===== src/hw/ssp_pkg.sv =====
// Purpose: constants shared by the synchronous serial port design
// Assumes: 32-bit AHB-Lite register bus, one register per aligned word
// Notes:   register offsets are byte addresses
`default_nettype none
package ssp_pkg;
   // ------------------------------------------------------------
   // register byte offsets
   // ------------------------------------------------------------
   localparam logic [7:0] OFS_BAUD_CONTROL  = 8'h00;
   localparam logic [7:0] OFS_RECEIVE_DATA  = 8'h04;
   localparam logic [7:0] OFS_RX_STATUS     = 8'h08;
   localparam logic [7:0] OFS_DIV_LOW       = 8'h0C;
   localparam logic [7:0] OFS_DIV_HIGH      = 8'h10;
   localparam logic [7:0] OFS_TX_STATUS     = 8'h14;
   localparam logic [7:0] OFS_TX_HOLDING    = 8'h18;
   localparam logic [7:0] OFS_IRQ_CTRL      = 8'h1C;
   localparam logic [7:0] OFS_IRQ_FLAGS     = 8'h20;
   // ------------------------------------------------------------
   // receive_status_control fields
   // ------------------------------------------------------------
   localparam int RS_PORT_EN   = 7;
   localparam int RS_NINE_RX   = 6;
   localparam int RS_SINGLE    = 5;
   localparam int RS_CONT      = 4;
   localparam int RS_FRAME_ERR = 2;
   localparam int RS_OVERRUN   = 1;
   localparam int RS_NINTH     = 0;
   // ------------------------------------------------------------
   // transmit_status_control fields
   // ------------------------------------------------------------
   localparam int TS_CLK_MASTER = 7;
   localparam int TS_NINE_TX    = 6;
   localparam int TS_TX_EN      = 5;
   localparam int TS_SYNC       = 4;
   localparam int TS_SHIFT_IDLE = 1;
   localparam int TS_NINTH      = 0;
   // ------------------------------------------------------------
   // irq control: enables and sleep request
   // ------------------------------------------------------------
   localparam int IC_RX_IE    = 0;
   localparam int IC_TX_IE    = 1;
   localparam int IC_PERIPH   = 2;
   localparam int IC_GLOBAL   = 3;
   localparam int IC_SLEEP    = 4;
   localparam int IF_RX       = 0;
   localparam int IF_TX       = 1;
   // ------------------------------------------------------------
   // reset values and character lengths
   // ------------------------------------------------------------
   localparam logic [7:0] RST_TX_STATUS = 8'h02;
   localparam logic [7:0] RST_ZERO      = 8'h00;
   localparam logic [3:0] CHAR_BITS_8   = 4'h8;
   localparam logic [3:0] CHAR_BITS_9   = 4'h9;
endpackage
`default_nettype wire


===== src/hw/ssp_edge_sync.sv =====
// Purpose: two-flop synchroniser of the serial clock pin with edge pulses
// Assumes: pin is asynchronous to hclk
// Notes:   first flop is read only by the second
`default_nettype none
module ssp_edge_sync (
   input  wire logic hclk,
   input  wire logic hresetn,
   input  wire logic pin,
   output logic      level,
   output logic      rise,
   output logic      fall
);
   logic meta;    // first stage only
   logic prev;    // last synchronised value

   // ------------------------------------------------------------
   // synchroniser and edge detect
   // ------------------------------------------------------------
   always_ff @(posedge hclk or negedge hresetn) begin
      if (!hresetn) begin
         meta  <= 1'b0;
         level <= 1'b0;
         prev  <= 1'b0;
      end else begin
         meta  <= pin;
         level <= meta;
         prev  <= level;
      end
   end

   assign rise = level & ~prev;
   assign fall = ~level & prev;
endmodule
`default_nettype wire


===== src/hw/ssp_sync_port.sv =====
// Purpose: synchronous half-duplex serial port, master receive and slave rx/tx
// Assumes: AHB-Lite single word transfers, zero wait states, OKAY only
// Notes:   idle clock low; data changes on rising, sampled on falling edge
//
// The address map and register access over AHB-Lite were decided locally.
`default_nettype none
module ssp_sync_port (
   input  wire logic        hclk,
   input  wire logic        hresetn,
   input  wire logic        hsel,
   input  wire logic [7:0]  haddr,
   input  wire logic [1:0]  htrans,
   input  wire logic        hwrite,
   input  wire logic [2:0]  hsize,
   input  wire logic [31:0] hwdata,
   input  wire logic        hready,
   output logic [31:0]      hrdata,
   output logic             hreadyout,
   output logic             hresp,
   input  wire logic        serial_clock_pin_i,
   output logic             serial_clock_pin_o,
   output logic             serial_clock_pin_oe_n,
   input  wire logic        serial_data_pin_i,
   output logic             serial_data_pin_o,
   output logic             serial_data_pin_oe_n,
   output logic             irq,
   output logic             wake
);
   // ------------------------------------------------------------
   // register state
   // ------------------------------------------------------------
   logic [7:0]  baud_control;           // stored, no effect in sync mode
   logic [7:0]  rx_ctl;                 // enables of receive_status_control
   logic [7:0]  tx_ctl;                 // writable bits of transmit_status_control
   logic [15:0] divisor;                // baud divisor high:low
   logic [4:0]  irq_ctl;                // enables and sleep
   logic [8:0]  tx_hold;                // holding register with ninth bit
   logic        hold_full;              // holding register occupied
   logic [8:0]  tx_shift;               // transmit_shift_register
   logic [3:0]  tx_cnt;                 // bits left in transmit shift
   logic [8:0]  rx_shift;               // receive_shift_register
   logic [3:0]  rx_cnt;                 // bits gathered
   logic [8:0]  fifo [2];               // two-character receive buffer
   logic [1:0]  fifo_cnt;               // characters held
   logic        fifo_rd;                // read pointer
   logic        overrun;                // overrun_error_flag
   logic        tx_ready_flag;          // transmit_ready_flag
   // master clock generation
   logic [15:0] brg_cnt;
   logic        mclk;
   // bus data phase capture
   logic        ph_valid;
   logic        ph_write;
   logic [7:0]  ph_addr;

   // ------------------------------------------------------------
   // mode decode
   // ------------------------------------------------------------
   logic port_en, sync_mode, master, rx_mode, sleeping, clk_run;
   logic nine_rx, nine_tx, rx_full_char, active_sleep_ok;
   assign port_en   = rx_ctl[ssp_pkg::RS_PORT_EN];
   assign sync_mode = tx_ctl[ssp_pkg::TS_SYNC];
   assign master    = tx_ctl[ssp_pkg::TS_CLK_MASTER];
   assign sleeping  = irq_ctl[ssp_pkg::IC_SLEEP];
   // slave: single enable still selects receive, same as for a master
   assign rx_mode   = master ? (rx_ctl[ssp_pkg::RS_SINGLE] | rx_ctl[ssp_pkg::RS_CONT])
                             : (rx_ctl[ssp_pkg::RS_CONT] | rx_ctl[ssp_pkg::RS_SINGLE]);
   assign nine_rx   = rx_ctl[ssp_pkg::RS_NINE_RX];
   assign nine_tx   = tx_ctl[ssp_pkg::TS_NINE_TX];
   // only a slave keeps shifting while asleep
   assign active_sleep_ok = ~sleeping | ~master;
   assign clk_run   = port_en & sync_mode & active_sleep_ok;

   // ------------------------------------------------------------
   // serial clock: synchronised edges, slave or own master clock
   // ------------------------------------------------------------
   logic ext_lvl, ext_rise, ext_fall, lead, trail, mtick;
   ssp_edge_sync u_ck (
      .hclk    (hclk),
      .hresetn (hresetn),
      .pin     (serial_clock_pin_i),
      .level   (ext_lvl),
      .rise    (ext_rise),
      .fall    (ext_fall)
   );
   logic data_lvl, data_meta;
   // two flops before the data pin is read
   always_ff @(posedge hclk or negedge hresetn) begin
      if (!hresetn) begin
         data_meta <= 1'b0;
         data_lvl  <= 1'b0;
      end else begin
         data_meta <= serial_data_pin_i;
         data_lvl  <= data_meta;
      end
   end

   // master clocks run only while a receive is wanted and no overrun is flagged
   logic m_want;
   assign m_want = clk_run & master & rx_mode & ~overrun;
   assign mtick  = m_want & (brg_cnt == divisor);

   // baud divider; slave ignores it entirely
   always_ff @(posedge hclk or negedge hresetn) begin
      if (!hresetn) begin
         brg_cnt <= 16'h0000;
         mclk    <= 1'b0;
      end else if (!m_want) begin
         brg_cnt <= 16'h0000;
         mclk    <= 1'b0;
      end else if (mtick) begin
         brg_cnt <= 16'h0000;
         mclk    <= ~mclk;
      end else begin
         brg_cnt <= brg_cnt + 16'h0001;
      end
   end
   assign lead  = master ? (mtick & ~mclk) : (clk_run & ext_rise);
   assign trail = master ? (mtick &  mclk) : (clk_run & ext_fall);

   // slave leaves the clock pin undriven
   assign serial_clock_pin_o    = mclk;
   assign serial_clock_pin_oe_n = ~(clk_run & master);

   // ------------------------------------------------------------
   // bus slave: address phase capture
   // ------------------------------------------------------------
   logic wr_hit, rd_hit;
   always_ff @(posedge hclk or negedge hresetn) begin
      if (!hresetn) begin
         ph_valid <= 1'b0;
         ph_write <= 1'b0;
         ph_addr  <= 8'h00;
      end else if (hready) begin
         ph_valid <= hsel & htrans[1];
         ph_write <= hwrite;
         ph_addr  <= haddr;
      end
   end
   assign wr_hit = ph_valid & ph_write;
   assign rd_hit = ph_valid & ~ph_write;
   assign hreadyout = 1'b1;
   assign hresp     = 1'b0;

   function automatic logic hit(input logic [7:0] a, input logic [7:0] ofs);
      hit = (a == ofs);
   endfunction

   logic wr_rx, wr_tx, wr_hold, rd_data;
   assign wr_rx   = wr_hit & hit(ph_addr, ssp_pkg::OFS_RX_STATUS);
   assign wr_tx   = wr_hit & hit(ph_addr, ssp_pkg::OFS_TX_STATUS);
   assign wr_hold = wr_hit & hit(ph_addr, ssp_pkg::OFS_TX_HOLDING);
   // a read of receive_data pops the buffer
   assign rd_data = rd_hit & hit(ph_addr, ssp_pkg::OFS_RECEIVE_DATA) & (fifo_cnt != 2'd0);

   // ------------------------------------------------------------
   // control registers
   // ------------------------------------------------------------
   logic rx_done, single_done;
   always_ff @(posedge hclk or negedge hresetn) begin
      if (!hresetn) begin
         baud_control <= ssp_pkg::RST_ZERO;
         rx_ctl       <= ssp_pkg::RST_ZERO;
         tx_ctl       <= ssp_pkg::RST_ZERO;
         divisor      <= 16'h0000;
         irq_ctl      <= 5'h00;
      end else begin
         if (wr_hit && hit(ph_addr, ssp_pkg::OFS_BAUD_CONTROL))
            baud_control <= hwdata[7:0];
         if (wr_hit && hit(ph_addr, ssp_pkg::OFS_DIV_LOW))
            divisor[7:0] <= hwdata[7:0];
         if (wr_hit && hit(ph_addr, ssp_pkg::OFS_DIV_HIGH))
            divisor[15:8] <= hwdata[7:0];
         if (wr_hit && hit(ph_addr, ssp_pkg::OFS_IRQ_CTRL))
            irq_ctl <= hwdata[4:0];
         if (wr_tx)
            tx_ctl <= hwdata[7:0];
         if (wr_rx) begin
            rx_ctl <= hwdata[7:0];
         end else if (single_done) begin
            rx_ctl[ssp_pkg::RS_SINGLE] <= 1'b0;
         end
      end
   end

   // ------------------------------------------------------------
   // receive shifter and two-deep buffer
   // ------------------------------------------------------------
   logic rx_go;
   logic [3:0] rx_bits;
   assign rx_bits = nine_rx ? ssp_pkg::CHAR_BITS_9 : ssp_pkg::CHAR_BITS_8;
   assign rx_go   = clk_run & rx_mode & ~overrun & (master | rx_ctl[ssp_pkg::RS_CONT]);
   assign rx_done = rx_go & trail & (rx_cnt == rx_bits - 4'h1);
   // single receive ends after one char unless continuous is also set
   assign single_done = rx_done & master & rx_ctl[ssp_pkg::RS_SINGLE];

   always_ff @(posedge hclk or negedge hresetn) begin
      if (!hresetn) begin
         rx_shift <= 9'h000;
         rx_cnt   <= 4'h0;
      end else if (!rx_go) begin
         rx_cnt   <= 4'h0;
      end else if (trail) begin
         // lsb first: new bit enters at the top of the character
         rx_shift <= nine_rx ? {data_lvl, rx_shift[8:1]}
                             : {1'b0, data_lvl, rx_shift[7:1]};
         rx_cnt   <= rx_done ? 4'h0 : rx_cnt + 4'h1;
      end
   end

   logic push, clr_ovr;
   logic [8:0] rx_char;
   assign rx_char = nine_rx ? {data_lvl, rx_shift[8:1]} : {1'b0, data_lvl, rx_shift[7:1]};
   assign push    = rx_done & ((fifo_cnt != 2'd2) | rd_data);
   // continuous clear or port disable clears overrun; single mode by read
   assign clr_ovr = ~rx_ctl[ssp_pkg::RS_CONT] & (~port_en | ~rx_ctl[ssp_pkg::RS_SINGLE] | rd_data);

   always_ff @(posedge hclk or negedge hresetn) begin
      if (!hresetn) begin
         fifo[0]  <= 9'h000;
         fifo[1]  <= 9'h000;
         fifo_cnt <= 2'd0;
         fifo_rd  <= 1'b0;
         overrun  <= 1'b0;
      end else if (!port_en) begin
         fifo_cnt <= 2'd0;
         fifo_rd  <= 1'b0;
         overrun  <= 1'b0;
      end else begin
         if (push)
            fifo[fifo_rd ^ fifo_cnt[0]] <= rx_char;
         if (rd_data)
            fifo_rd <= ~fifo_rd;
         fifo_cnt <= fifo_cnt + {1'b0, push} - {1'b0, rd_data};
         // set wins over clear in the same cycle
         if (rx_done && fifo_cnt == 2'd2 && !rd_data)
            overrun <= 1'b1;
         else if (clr_ovr)
            overrun <= 1'b0;
      end
   end

   // ------------------------------------------------------------
   // transmitter: holding register feeds shift register
   // ------------------------------------------------------------
   logic tx_go, tx_busy, tx_last, load;
   assign tx_go   = clk_run & ~rx_mode & tx_ctl[ssp_pkg::TS_TX_EN];
   assign tx_busy = (tx_cnt != 4'h0);
   assign tx_last = tx_go & trail & (tx_cnt == 4'h1);
   // reload once the previous char is fully out
   assign load    = tx_go & hold_full & (~tx_busy | tx_last);

   always_ff @(posedge hclk or negedge hresetn) begin
      if (!hresetn) begin
         tx_hold   <= 9'h000;
         hold_full <= 1'b0;
      end else if (!port_en) begin
         hold_full <= 1'b0;
      end else if (wr_hold) begin
         // ninth bit must already be in place
         tx_hold   <= {tx_ctl[ssp_pkg::TS_NINTH], hwdata[7:0]};
         hold_full <= 1'b1;
      end else if (load) begin
         hold_full <= 1'b0;
      end
   end

   always_ff @(posedge hclk or negedge hresetn) begin
      if (!hresetn) begin
         tx_shift <= 9'h000;
         tx_cnt   <= 4'h0;
         serial_data_pin_o <= 1'b0;
      end else if (!tx_go) begin
         tx_cnt   <= 4'h0;
      end else if (load) begin
         tx_shift <= tx_hold;
         tx_cnt   <= nine_tx ? ssp_pkg::CHAR_BITS_9 : ssp_pkg::CHAR_BITS_8;
      end else if (lead && tx_busy) begin
         serial_data_pin_o <= tx_shift[0];
         tx_shift <= {1'b0, tx_shift[8:1]};
      end else if (trail && tx_busy) begin
         tx_cnt   <= tx_cnt - 4'h1;
      end
   end
   assign serial_data_pin_oe_n = ~tx_go;

   // holding register empty while tx_go is high is the transmit flag
   always_ff @(posedge hclk or negedge hresetn) begin
      if (!hresetn)
         tx_ready_flag <= 1'b0;
      else
         tx_ready_flag <= tx_go & ~hold_full & ~wr_hold;
   end

   // ------------------------------------------------------------
   // interrupt request and wake
   // ------------------------------------------------------------
   logic rx_flag, rx_req, tx_req;
   assign rx_flag = (fifo_cnt != 2'd0);
   assign rx_req  = rx_flag & irq_ctl[ssp_pkg::IC_RX_IE];
   assign tx_req  = tx_ready_flag & irq_ctl[ssp_pkg::IC_TX_IE];
   assign wake    = (rx_req | tx_req) & irq_ctl[ssp_pkg::IC_PERIPH];
   assign irq     = wake & irq_ctl[ssp_pkg::IC_GLOBAL];

   // ------------------------------------------------------------
   // read mux, combinational from the registered data-phase address
   // ------------------------------------------------------------
   logic [8:0] top;
   assign top = fifo[fifo_rd];
   always_comb begin
      hrdata = 32'h0000_0000;
      unique case (ph_addr)
         ssp_pkg::OFS_BAUD_CONTROL: hrdata[7:0] = baud_control;
         ssp_pkg::OFS_RECEIVE_DATA: hrdata[7:0] = top[7:0];
         ssp_pkg::OFS_RX_STATUS:    hrdata[7:0] = {rx_ctl[7:3], 1'b0, overrun, top[8]};
         ssp_pkg::OFS_DIV_LOW:      hrdata[7:0] = divisor[7:0];
         ssp_pkg::OFS_DIV_HIGH:     hrdata[7:0] = divisor[15:8];
         ssp_pkg::OFS_TX_STATUS:    hrdata[7:0] = {tx_ctl[7:2], ~tx_busy, tx_ctl[0]};
         ssp_pkg::OFS_IRQ_CTRL:     hrdata[4:0] = irq_ctl;
         ssp_pkg::OFS_IRQ_FLAGS:    hrdata[1:0] = {tx_ready_flag, rx_flag};
         default:                   hrdata = 32'h0000_0000;
      endcase
   end

   // ------------------------------------------------------------
   // checks
   // ------------------------------------------------------------
   property p_ovr_keeps;
      @(posedge hclk) disable iff (!hresetn)
      (overrun && port_en && rx_ctl[ssp_pkg::RS_CONT]) |=> overrun;
   endproperty
   a_ovr_keeps: assert property (p_ovr_keeps) else $error("overrun dropped");
   property p_ovr_clear;
      @(posedge hclk) disable iff (!hresetn)
      !port_en |=> !overrun;
   endproperty
   a_ovr_clear: assert property (p_ovr_clear) else $error("overrun not cleared");
   property p_fifo_max;
      @(posedge hclk) disable iff (!hresetn) fifo_cnt != 2'd3;
   endproperty
   a_fifo_max: assert property (p_fifo_max) else $error("buffer over two");
   property p_slave_ck;
      @(posedge hclk) disable iff (!hresetn) !master |-> serial_clock_pin_oe_n;
   endproperty
   a_slave_ck: assert property (p_slave_ck) else $error("slave drives clock");
   property p_single;
      @(posedge hclk) disable iff (!hresetn)
      (single_done && !wr_rx) |=> !rx_ctl[ssp_pkg::RS_SINGLE];
   endproperty
   a_single: assert property (p_single) else $error("single not cleared");
   property p_rx_irq;
      @(posedge hclk) disable iff (!hresetn)
      push |=> rx_flag;
   endproperty
   a_rx_irq: assert property (p_rx_irq) else $error("receive flag not set");
   property p_push;
      @(posedge hclk) disable iff (!hresetn)
      (push && !rd_data && port_en) |=> fifo_cnt == $past(fifo_cnt) + 2'd1;
   endproperty
   a_push: assert property (p_push) else $error("char not stored");
   property p_master_sleep;
      @(posedge hclk) disable iff (!hresetn)
      (sleeping && master) |-> (!lead && !trail);
   endproperty
   a_master_sleep: assert property (p_master_sleep) else $error("master shifts in sleep");
endmodule
`default_nettype wire


===== config.mk =====
export PLATFORM = sky130hd
export DESIGN_NAME = ssp_sync_port
export DESIGN_NICKNAME = d
export VERILOG_FILES = /design/src/hw/ssp_pkg.sv /design/src/hw/ssp_edge_sync.sv /design/src/hw/ssp_sync_port.sv
export SDC_FILE = /design/constraint.sdc
export NUM_CORES = 1
export LEC_CHECK = 0
export BUFFER_PORTS_ARGS = -buffer_cell sky130_fd_sc_hd__buf_2
export CELL_PAD_IN_SITES_DETAIL_PLACEMENT = 0
export CELL_PAD_IN_SITES_GLOBAL_PLACEMENT = 2
export CORE_MARGIN = 1
export CORE_UTILIZATION = 41
export CTS_CLUSTER_DIAMETER = 60
export CTS_CLUSTER_SIZE = 20
export DETAILED_ROUTE_END_ITERATION = 7
export PLACE_DENSITY_LB_ADDON = 0.1
export SLEW_MARGIN = 20
export SYNTH_ARGS = -nofsm -noshare
export SYNTH_HDL_FRONTEND = slang
export SYNTH_SLANG_ARGS = --single-unit

===== constraint.sdc =====
create_clock -name hclk -period 6.24 [get_ports hclk]
set_clock_uncertainty 0.1 [all_clocks]
set_input_delay 0 -clock hclk [delete_from_list [all_inputs] [get_ports hclk]]
set_output_delay 0 -clock hclk [all_outputs]
set_load 0.1 [all_outputs]

Yosys cells after proc, flatten, opt, wreduce, memory -nomap -nowiden
Index checks and enable logic that the tools add are counted.
{"block": "word_totals", "ff_bits": 137, "inputBits": 52, "out_inout_bits": 40, "elab_cells": 188}
{"block": "classes", "addsub": 6, "order_cmp": 3, "n_eq_ne": 20, "n_mux": 38, "bitwise": 70, "reduce_logical": 21}
{"operator": "$mux 9", "count": 7}
{"operator": "$and 1x1->1", "count": 41}
{"operator": "$eq 8x5->1 const B", "count": 4}
{"operator": "$mux 16", "count": 2}
{"operator": "$mux 4", "count": 7}
{"operator": "$pmux 3 s7", "count": 1}
{"operator": "$bwmux 18", "count": 1}
{"operator": "$not 1->1", "count": 18}
{"operator": "$pmux 3 s6", "count": 1}
{"operator": "$add 16x1->16 const B", "count": 1}
{"operator": "$eq 16x16->1", "count": 1}
{"operator": "$eq 8x4->1 const B", "count": 2}
{"operator": "$mux 1", "count": 16}
{"operator": "$pmux 2 s8", "count": 1}
{"operator": "$reduce_and 2->1", "count": 5}
{"operator": "$demux 9 s1", "count": 1}
{"operator": "$logic_and 1x1->1", "count": 9}
{"operator": "$ne 3x1->1 const B", "count": 3}
{"operator": "$eq 8x3->1 const B", "count": 1}
{"operator": "$eq 8x6->1 const B", "count": 1}
{"operator": "$logic_not 8->1", "count": 1}
{"operator": "$or 1x1->1", "count": 8}
{"operator": "$sub 4x1->4 const B", "count": 2}
{"operator": "$ne 2x2->1 const B", "count": 3}
{"operator": "17 further kinds", "count": 21}

Longest topological paths before layout
Gate-level depths: netlist of the first run.
{"block": "logic_depth", "ltp_word": 16, "mapped_depth": 13, "depth_no_buf": 11}

Cells and area by module
Synthesis of the first run repeated with hierarchy kept, for this count alone.
{"block": "unflattened", "hier_cells": 561, "area_unflattened_um2": 6492.5}
{"module": "ssp_sync_port", "instances": 1, "cells_each": 556, "area_each_um2": 6402.4, "seq_area_each_um2": 3228.1}
{"module": "ssp_edge_sync", "instances": 1, "cells_each": 5, "area_each_um2": 90.1, "seq_area_each_um2": 75.1}

Worst setup path after synthesis of the first run
Ideal clock, no wire load.
{"block": "synth_timing", "path_type": "register to register", "from": "register rx_ctl[7]", "to": "register fifo_cnt[1]", "arrival_ns": 3.900, "t_required_ns": 6.021, "setup_slack_ns": 2.121, "path_stages_with_launch": 14, "synth_period_minus_slack_ns": 4.119, "path_cell_list": "dfrtp_1 > clkbuf_1 > and2_1 > nand3b_1 > nor3_1 > a31oi_1 > clkbuf_1 > or4_1 > ha_1 > inv_1 > ha_1 > xnor2_1 > xnor2_1 > and2_1"}
{"block": "synth_between", "elab_chain_cells": 14, "elab_cells_between_ends": 18, "classes_between": "add/sub (2); mux (2); bitwise (14)"}
{"item": "start: declaration", "line": "ssp_sync_port.sv:33", "source": "logic [7:0] rx_ctl;"}
{"item": "start signal: assignment", "line": "ssp_sync_port.sv:163", "source": "rx_ctl <= ssp_pkg::RST_ZERO;"}
{"item": "start signal: assignment", "line": "ssp_sync_port.sv:179", "source": "rx_ctl <= hwdata[7:0];"}
{"item": "$and 1x1->1 (2 in a row)", "line": "ssp_sync_port.sv:72", "source": "assign clk_run = port_en & sync_mode & active_sleep_ok;"}
{"item": "$and 1x1->1 (3 in a row)", "line": "ssp_sync_port.sv:100", "source": "assign m_want = clk_run & master & rx_mode & ~overrun;"}
{"item": "$and 1x1->1", "line": "ssp_sync_port.sv:101", "source": "assign mtick = m_want & (brg_cnt == divisor);"}
{"item": "$and 1x1->1", "line": "ssp_sync_port.sv:119", "source": "assign trail = master ? (mtick & mclk) : (clk_run & ext_fall);"}
{"item": "$mux 1", "line": "ssp_sync_port.sv:119"}
{"item": "$and 1x1->1 (2 in a row)", "line": "ssp_sync_port.sv:193", "source": "assign rx_done = rx_go & trail & (rx_cnt == rx_bits - 4'h1);"}
{"item": "$and 1x1->1", "line": "ssp_sync_port.sv:214", "source": "assign push = rx_done & ((fifo_cnt != 2'd2) | rd_data);"}
{"item": "$add 2x1->2", "line": "ssp_sync_port.sv:234", "source": "fifo_cnt <= fifo_cnt + {1'b0, push} - {1'b0, rd_data};"}
{"item": "$sub 2x1->2", "line": "ssp_sync_port.sv:234"}
{"item": "$mux 2 (*)", "line": "ssp_sync_port.sv:225", "source": "end else if (!port_en) begin"}
{"item": "end signal: assignment", "line": "ssp_sync_port.sv:234"}
{"item": "end: declaration", "line": "ssp_sync_port.sv:44", "source": "logic [1:0] fifo_cnt;"}
Mark *: on every way between the ends. The rest lies on a longest branch, timed or not.
A chain may end at the register's enable or synchronous reset.

Worst setup path after layout of the first run
Same ends and word-level chain as after synthesis.

==> results of run 1 <==
[worst max path at each step]
stage	endpoint	cells past startpoint	slack, ps	startpoint
after floorplan	fifo_cnt[1]	13	2120	rx_ctl[7]
after global placement	fifo_cnt[1]	11	2720	rx_ctl[7]
after detailed placement	fifo_cnt[1]	11	2640	rx_ctl[7]
after CTS	fifo_cnt[1]	11	2620	rx_ctl[7]
after global routing	fifo_cnt[1]	11	2310	rx_ctl[7]
final	fifo_cnt[1]	11	2640	rx_ctl[7]
[cell families after synthesis]
family / after synthesis / share of synthesized area [%]
flops: 132 / 51.4
other cells: 2 / 0.117
mux: 94 / 16.8
xor+xnor: 31 / 4.23
compound gates: 75 / 7.62
simple gates: 169 / 13.9
buf+inv: 47 / 4.52
fa+ha+maj: 7 / 1.36
[layout make-up]
class	instances	share of cell area [%]
sequential	132	43.2
tap	211	3.45
timing repair buffer	77	7.47
inverter	8	0.392
clock inverter	8	1.36
multi-input combinational	402	38.1
clock buffer	22	6.06
[placed cells by master (no fill, tap or decap), types with 8 or more instances in the layout]
| cell type | Yosys | routed |
|---|---|---|
| mux2_1 | 9 | 9 |
| dlygate4sd3_1 | 0 | 32 |
| conb_1 | 2 | 26 |
| buf_2 | 1 | 36 |
| mux2i_1 | 9 | 9 |
| nand2_1 | 36 | 36 |
| inv_1 | 8 | 8 |
| clkbuf_16 | 0 | 17 |
| dfrtp_1 | 132 | 132 |
| a21oi_1 | 18 | 18 |
| xnor2_1 | 24 | 24 |
| and2_1 | 9 | 9 |
| mux2_4 | 9 | 9 |
| nand3_1 | 24 | 24 |
| buf_4 | 26 | 8 |
| mux2_2 | 67 | 67 |
| a22oi_1 | 21 | 21 |
| nor2_1 | 40 | 40 |
| or3_1 | 9 | 9 |
| nor3_1 | 8 | 8 |
| o21ai_0 | 16 | 16 |
[per-layer routing]
metal	up-vias	part of all wire, %	global-route usage [%]
met4	0	0.97	4.76
met2	73	48	32.6
met5	-	0	0
met3	13	3.0	6.20
li1	2113	-	-
met1	2250	48	28.3
[metrics by stage]
step | setup slack (ps) | instances | instance area (um^2) | power (mW)
global placement | 2720 | 798 | 6770 | 1.07
detailed placement | 2640 | 798 | 6770 | 1.08
floorplan | 2120 | 581 | 6510 | 1.04
finish | 2640 | 860 | 7650 | 2.04
global route | 2310 | 860 | 7650 | 2.13
CTS | 2620 | 860 | 7650 | 2.06
[what timing repair did]
item / in CTS / in global routing
endpoints found under the hold margin: 123 / 0
setup endpoints to repair: 0 / 0
hold buffers: 32 / 0
resized for setup: 0 / 0
[report_power, final]
group	internal (mW)	switching [mW]
logic	0.0509	0.121
clock network	0.604	0.356
registers	0.881	0.0254
total	1.54	0.503
[state kept, by name, summed over array words and instances, names as in the netlist, 2 cells and up]
name,cells
brg_cnt,16
rx_ctl,5
rx_shift,8
ph_addr,8
tx_ctl,7
fifo_cnt,2
tx_cnt,4
baud_control,8
fifo,18
tx_shift,9
divisor,16
rx_cnt,4
irq_ctl,5
tx_hold,9
==> qor.csv, run 1 <==
metric,value,unit
Die H,127,um
largest net degree at the start of global routing,71,
"Slew Viols, Final",0,
Rel. slew slack,39.0,%
CP Max Fanout,11,
synth warn,0,
1st-iter DRT viols,254,
worst path required time,6460,ps
First-pass DRT Iterations,5,
"Core Util, Final",50.2,%
GPL Wtd Cong,0.779,
initial antenna violation count,0,
first-pass GRT wire length,25.0,mm
CTS tree,built,
LEAKAGE,3.43,nW
crit-path cells,and2_1 -> nand3b_1 -> nor3_1 -> a31oi_1 -> or4_1 -> ha_1 -> inv_1 -> ha_1 -> xnor2_1 -> xnor2_1 -> and2_1,
register area,3300,um^2
wire length per cell,17.7,um
Max Cap Viol,0,
post-layout min period,3600,ps
sequential cell area fraction in the yosys report,51.4,%
vias per cell,5.17,
Avg Inst Size Synth,11.5,um^2
Initial Utilization,42.1,%
final setup fails,0,
number of buffers created by CTS,17,
capturing point of the worst reg2reg path,fifo_cnt[1],
RSZ-0062 raised after global routing,no,
post-CTS setup buffers,0,
grt total ovfl,0,
Die X,127,um
Synth top area share,51.4,%
WP data arrival,3820,ps
H-tree depth,4,
Critical Path Start Type,register,
Worst-Skew Late Latency,420,ps
crit path capture type,register,
top-count cell post-synth,dfrtp_1,
Mapped Cells,557,
port bufs,37,
worst r2r src,rx_ctl[7],
Fin Hold WS,19.2,ps
CP max stage cell,or4_1,
Core Area,15300,um^2
Worst Tran Pin Value,916,ps
Fmax achieved,278,MHz
# fillers,1402,
multi-input logic area,2920,um^2
Antenna Nets Post-Route,0,
final hold violations,0,
R2R Setup Slk,2640,ps
Bufs on Longest Clock Path,2,
status,finished clean,
CP Buf/Inv Count,1,
Power Density,266,nW/um^2
IO Pins,92,
die area,16200,um^2
CTS root buf,clkbuf_16,
Post-synth top cells,"dfrtp_1 (132), mux2_2 (67), nor2_1 (40), nand2_1 (36), buf_4 (26)",
Crit Path Class,register to register,
post-DP HPWL,10.8,mm
Syn Std Cell Area,6420,um^2
Global Route Usage Sum,20.8,%
Worst Hold Class,input port to async pin,
Unique masters post-synth,56,
DRC Markers,0,
max incr delay on CP,670,ps
critical path's top delay family,simple AND/OR/NAND/NOR gates,
Setup TNS,0,ps
Synth Register Bits,132,
"Top FF cell, synth",dfrtp_1,
share of cells above drive strength 1,23.6,%
clk slew on worst S/H paths,60,ps
area grow syn2layout,19.2,%
via count,4449,
clock sinks,132,
Nets,697,
Post-synth EDFFs,0,
Tcrit/Tclk final,57.7,%
number of global-route vias before repair,4469,
FF-to-FF path depth,11,
ANT cells,0,
Max VDD drop,193,uV
WL final,15.2,mm
FP Rows,45,
"area leader, netlist",dfrtp_1,
fraction of registers with async set/reset,100,%
ranking of synthesized cells by area,"dfrtp_1 (51%), mux2_2 (12%), xnor2_1 (3.3%)",
No activity file was read; power rests on OpenSTA's default activity.
==> inputs of run 2 (changes only) <==
- CORE_UTILIZATION: 41 -> 34
- clock period: 6.24 -> 3.25 ns (I/O delays scaled with it)
==> run 2 against run 1 <==
Effect of this change:
- non-clock buffer count increased by 15
- final cell count increased by 3.8%
- cell area increased by 2.0%
- sequential power increased by 91%
- combinational power increased by 100%
- setup slack got worse by 2500 ps
- flip-flop and latch count unchanged
- wire length increased by 6.7%
- critical path type unchanged
- largest cell class unchanged
==> qor.csv, run 2 (same netlist as run 1, synthesis figures left out) <==
metric,value,unit,change
status,finished clean,,
CTS tree,built,,
share of cells above drive strength 1,25.8,%,+2.2 points
sequential power share,43.8,%,-0.7 points
Worst Tran Pin Value,925,ps,+9.01 ps
"Slew Viols, Final",0,,unchanged
Worst Hold Class,input port to register,,
Critical Path Start Type,register,,
final instance area,7810,um^2,+2.0%
Fmax achieved,321,MHz,+15%
initial antenna violation count,0,,unchanged
Max Cap Viol,0,,unchanged
CTS root buf,clkbuf_16,,
number of buffers created by CTS,17,,unchanged
RSZ-0062 raised after global routing,no,,
H-tree depth,4,,unchanged
die area,19400,um^2,+20%
pre-CTS setup slack,113,ps,-2530 ps
first-pass GRT wire length,26.3,mm,+5.2%
number of global-route vias before repair,4610,,+3.2%
Max VDD drop,374,uV,+94%
placed cell area,6920,um^2,+2.3%
First-pass DRT Iterations,4,,-1
FP Rows,49,,+8.9%
post-CTS setup buffers,0,,unchanged
Crit Path Class,register to register,,
Nets,712,,+2.2%
wire length per cell,18.2,um,+2.8%
Die X,139,um,+9.7%
Finished Layout Cells,893,,+3.8%
vias per cell,5.06,,-2.2%
"most common cell after layout, fill and taps aside",dfrtp_1,,
largest net degree at the start of global routing,99,,+39%
Core Area,18200,um^2,+19%
Die H,139,um,+9.7%
Regs by FF count,"fifo (18), brg_cnt (16), divisor (16)",,
clk slew on worst S/H paths,60,ps,about the same
crit path capture type,register,,
post-layout min period,3120,ps,-482 ps
port bufs,37,,unchanged
"Core Util, Final",42.9,%,-7.3 points
Worst-Skew Late Latency,420,ps,about the same
Tcrit/Tclk final,96.0,%,+38 points
Reg with most FFs,fifo,,
GPL Wtd Cong,0.793,,+1.7%
Global Route Usage Sum,18.0,%,-2.8 points
Antenna Nets Post-Route,0,,unchanged
clock sinks,132,,unchanged
LEAKAGE,3.51,nW,+2.2%
Largest register FFs,18,,unchanged
Switching Fraction,25.3,%,+0.61 points
Rel. slew slack,38.4,%,-0.60 points
ANT cells,0,,unchanged
WP data arrival,3330,ps,-490 ps
Fin Hold WS,112,ps,+93.0 ps
WL final,16.3,mm,+6.7%
1st-iter DRT viols,240,,-5.5%
power share of the clock group,47.3,%,+0.2 points
CP Max Fanout,5,,-6
Setup TNS,0,ps,unchanged
most frequent cells in the layout,"dfrtp_1 (132), mux2_2 (67), nor2_1 (40)",,
worst path required time,3460,ps,-3000 ps
area grow syn2layout,21.6,%,
post-DP HPWL,11.6,mm,+8.1%
Design Power,3.96,mW,+94%
DRC Markers,0,,unchanged
Combinational Power Share,8.9,%,+0.5 points
IO Pins,92,,unchanged
final worst slack,131,ps,-2510 ps
final hold violations,0,,unchanged
Psw,1.00,mW,+99%
placed insts,831,,+4.1%
final setup fails,0,,unchanged
Pint,2.96,mW,+93%
CTS resizes,0,,unchanged
Bufs on Longest Clock Path,2,,unchanged
via count,4519,,+1.6%
grt total ovfl,0,,unchanged
Power Density,507,nW/um^2,+90%
Initial Utilization,35.3,%,-6.8 points
-- run 2: cell types whose count changed in the layout (fill, tap and decap cells not counted), sizes merged --
| cell | delta |
|---|---|
| buf | +15 |
| clkinvlp | +1 |
| clkinv | -2 |
| inv | +1 |
-- run 2: routing by layer --
metal	routed length (um)	global-route usage, %
met5	0	0
met3	475	4.09
met2	7680	28.3
met4	191	5.38
met1	7910	24.5
-- run 2: area by class of cell --
class                           instances  area, um^2
Fill cell                            1737       10400
Sequential cell                       132        3300
Multi-Input combinational cell        402        2940
Timing Repair Buffer                   92         684
Clock buffer                           22         464
Tap cell                              229         287
Clock inverter                          8         103
Inverter                                8        30.0
-- run 2: timing repair --
action	in CTS	in global routing
hold buffers	32	0
setup endpoints to repair	0	1
endpoints found under the hold margin	157	0
-- run 2: critical path: stages, from the launching register on --
cell     delay (ps)
dfrtp_1         410
or4b_1          610
nor4_4          360
nor3b_2         110
or4_1           500
ha_1            290
inv_1            40
ha_1            180
xnor2_1         130
xnor2_1         130
and2_1          150
-- run 2: path summary, 6_finish.rpt --
path / endpoint / cells past startpoint / slack, ps / from
worst max-delay path: fifo_cnt[1] / 10 / 130 / ph_addr[1]
worst min-delay path: data_meta / 2 / 110 / serial_data_pin_i
worst max register to register: fifo_cnt[1] / 10 / 130 / ph_addr[1]
worst min register to register: data_lvl / 0 / 250 / data_meta
max in group asynchronous: rx_shift[2] / 3 / 2040 / hresetn
min in group asynchronous: data_meta / 2 / 140 / hresetn
-- run 2: power by group through the flow --
stage | sequential [mW] | combinational [mW] | clock [mW]
floorplan | 1.75 | 0.253 | 0
global placement | 1.76 | 0.317 | 0
detailed placement | 1.76 | 0.319 | 0
CTS | 1.73 | 0.357 | 1.92
global route | 1.74 | 0.378 | 2.01
finish | 1.73 | 0.352 | 1.88
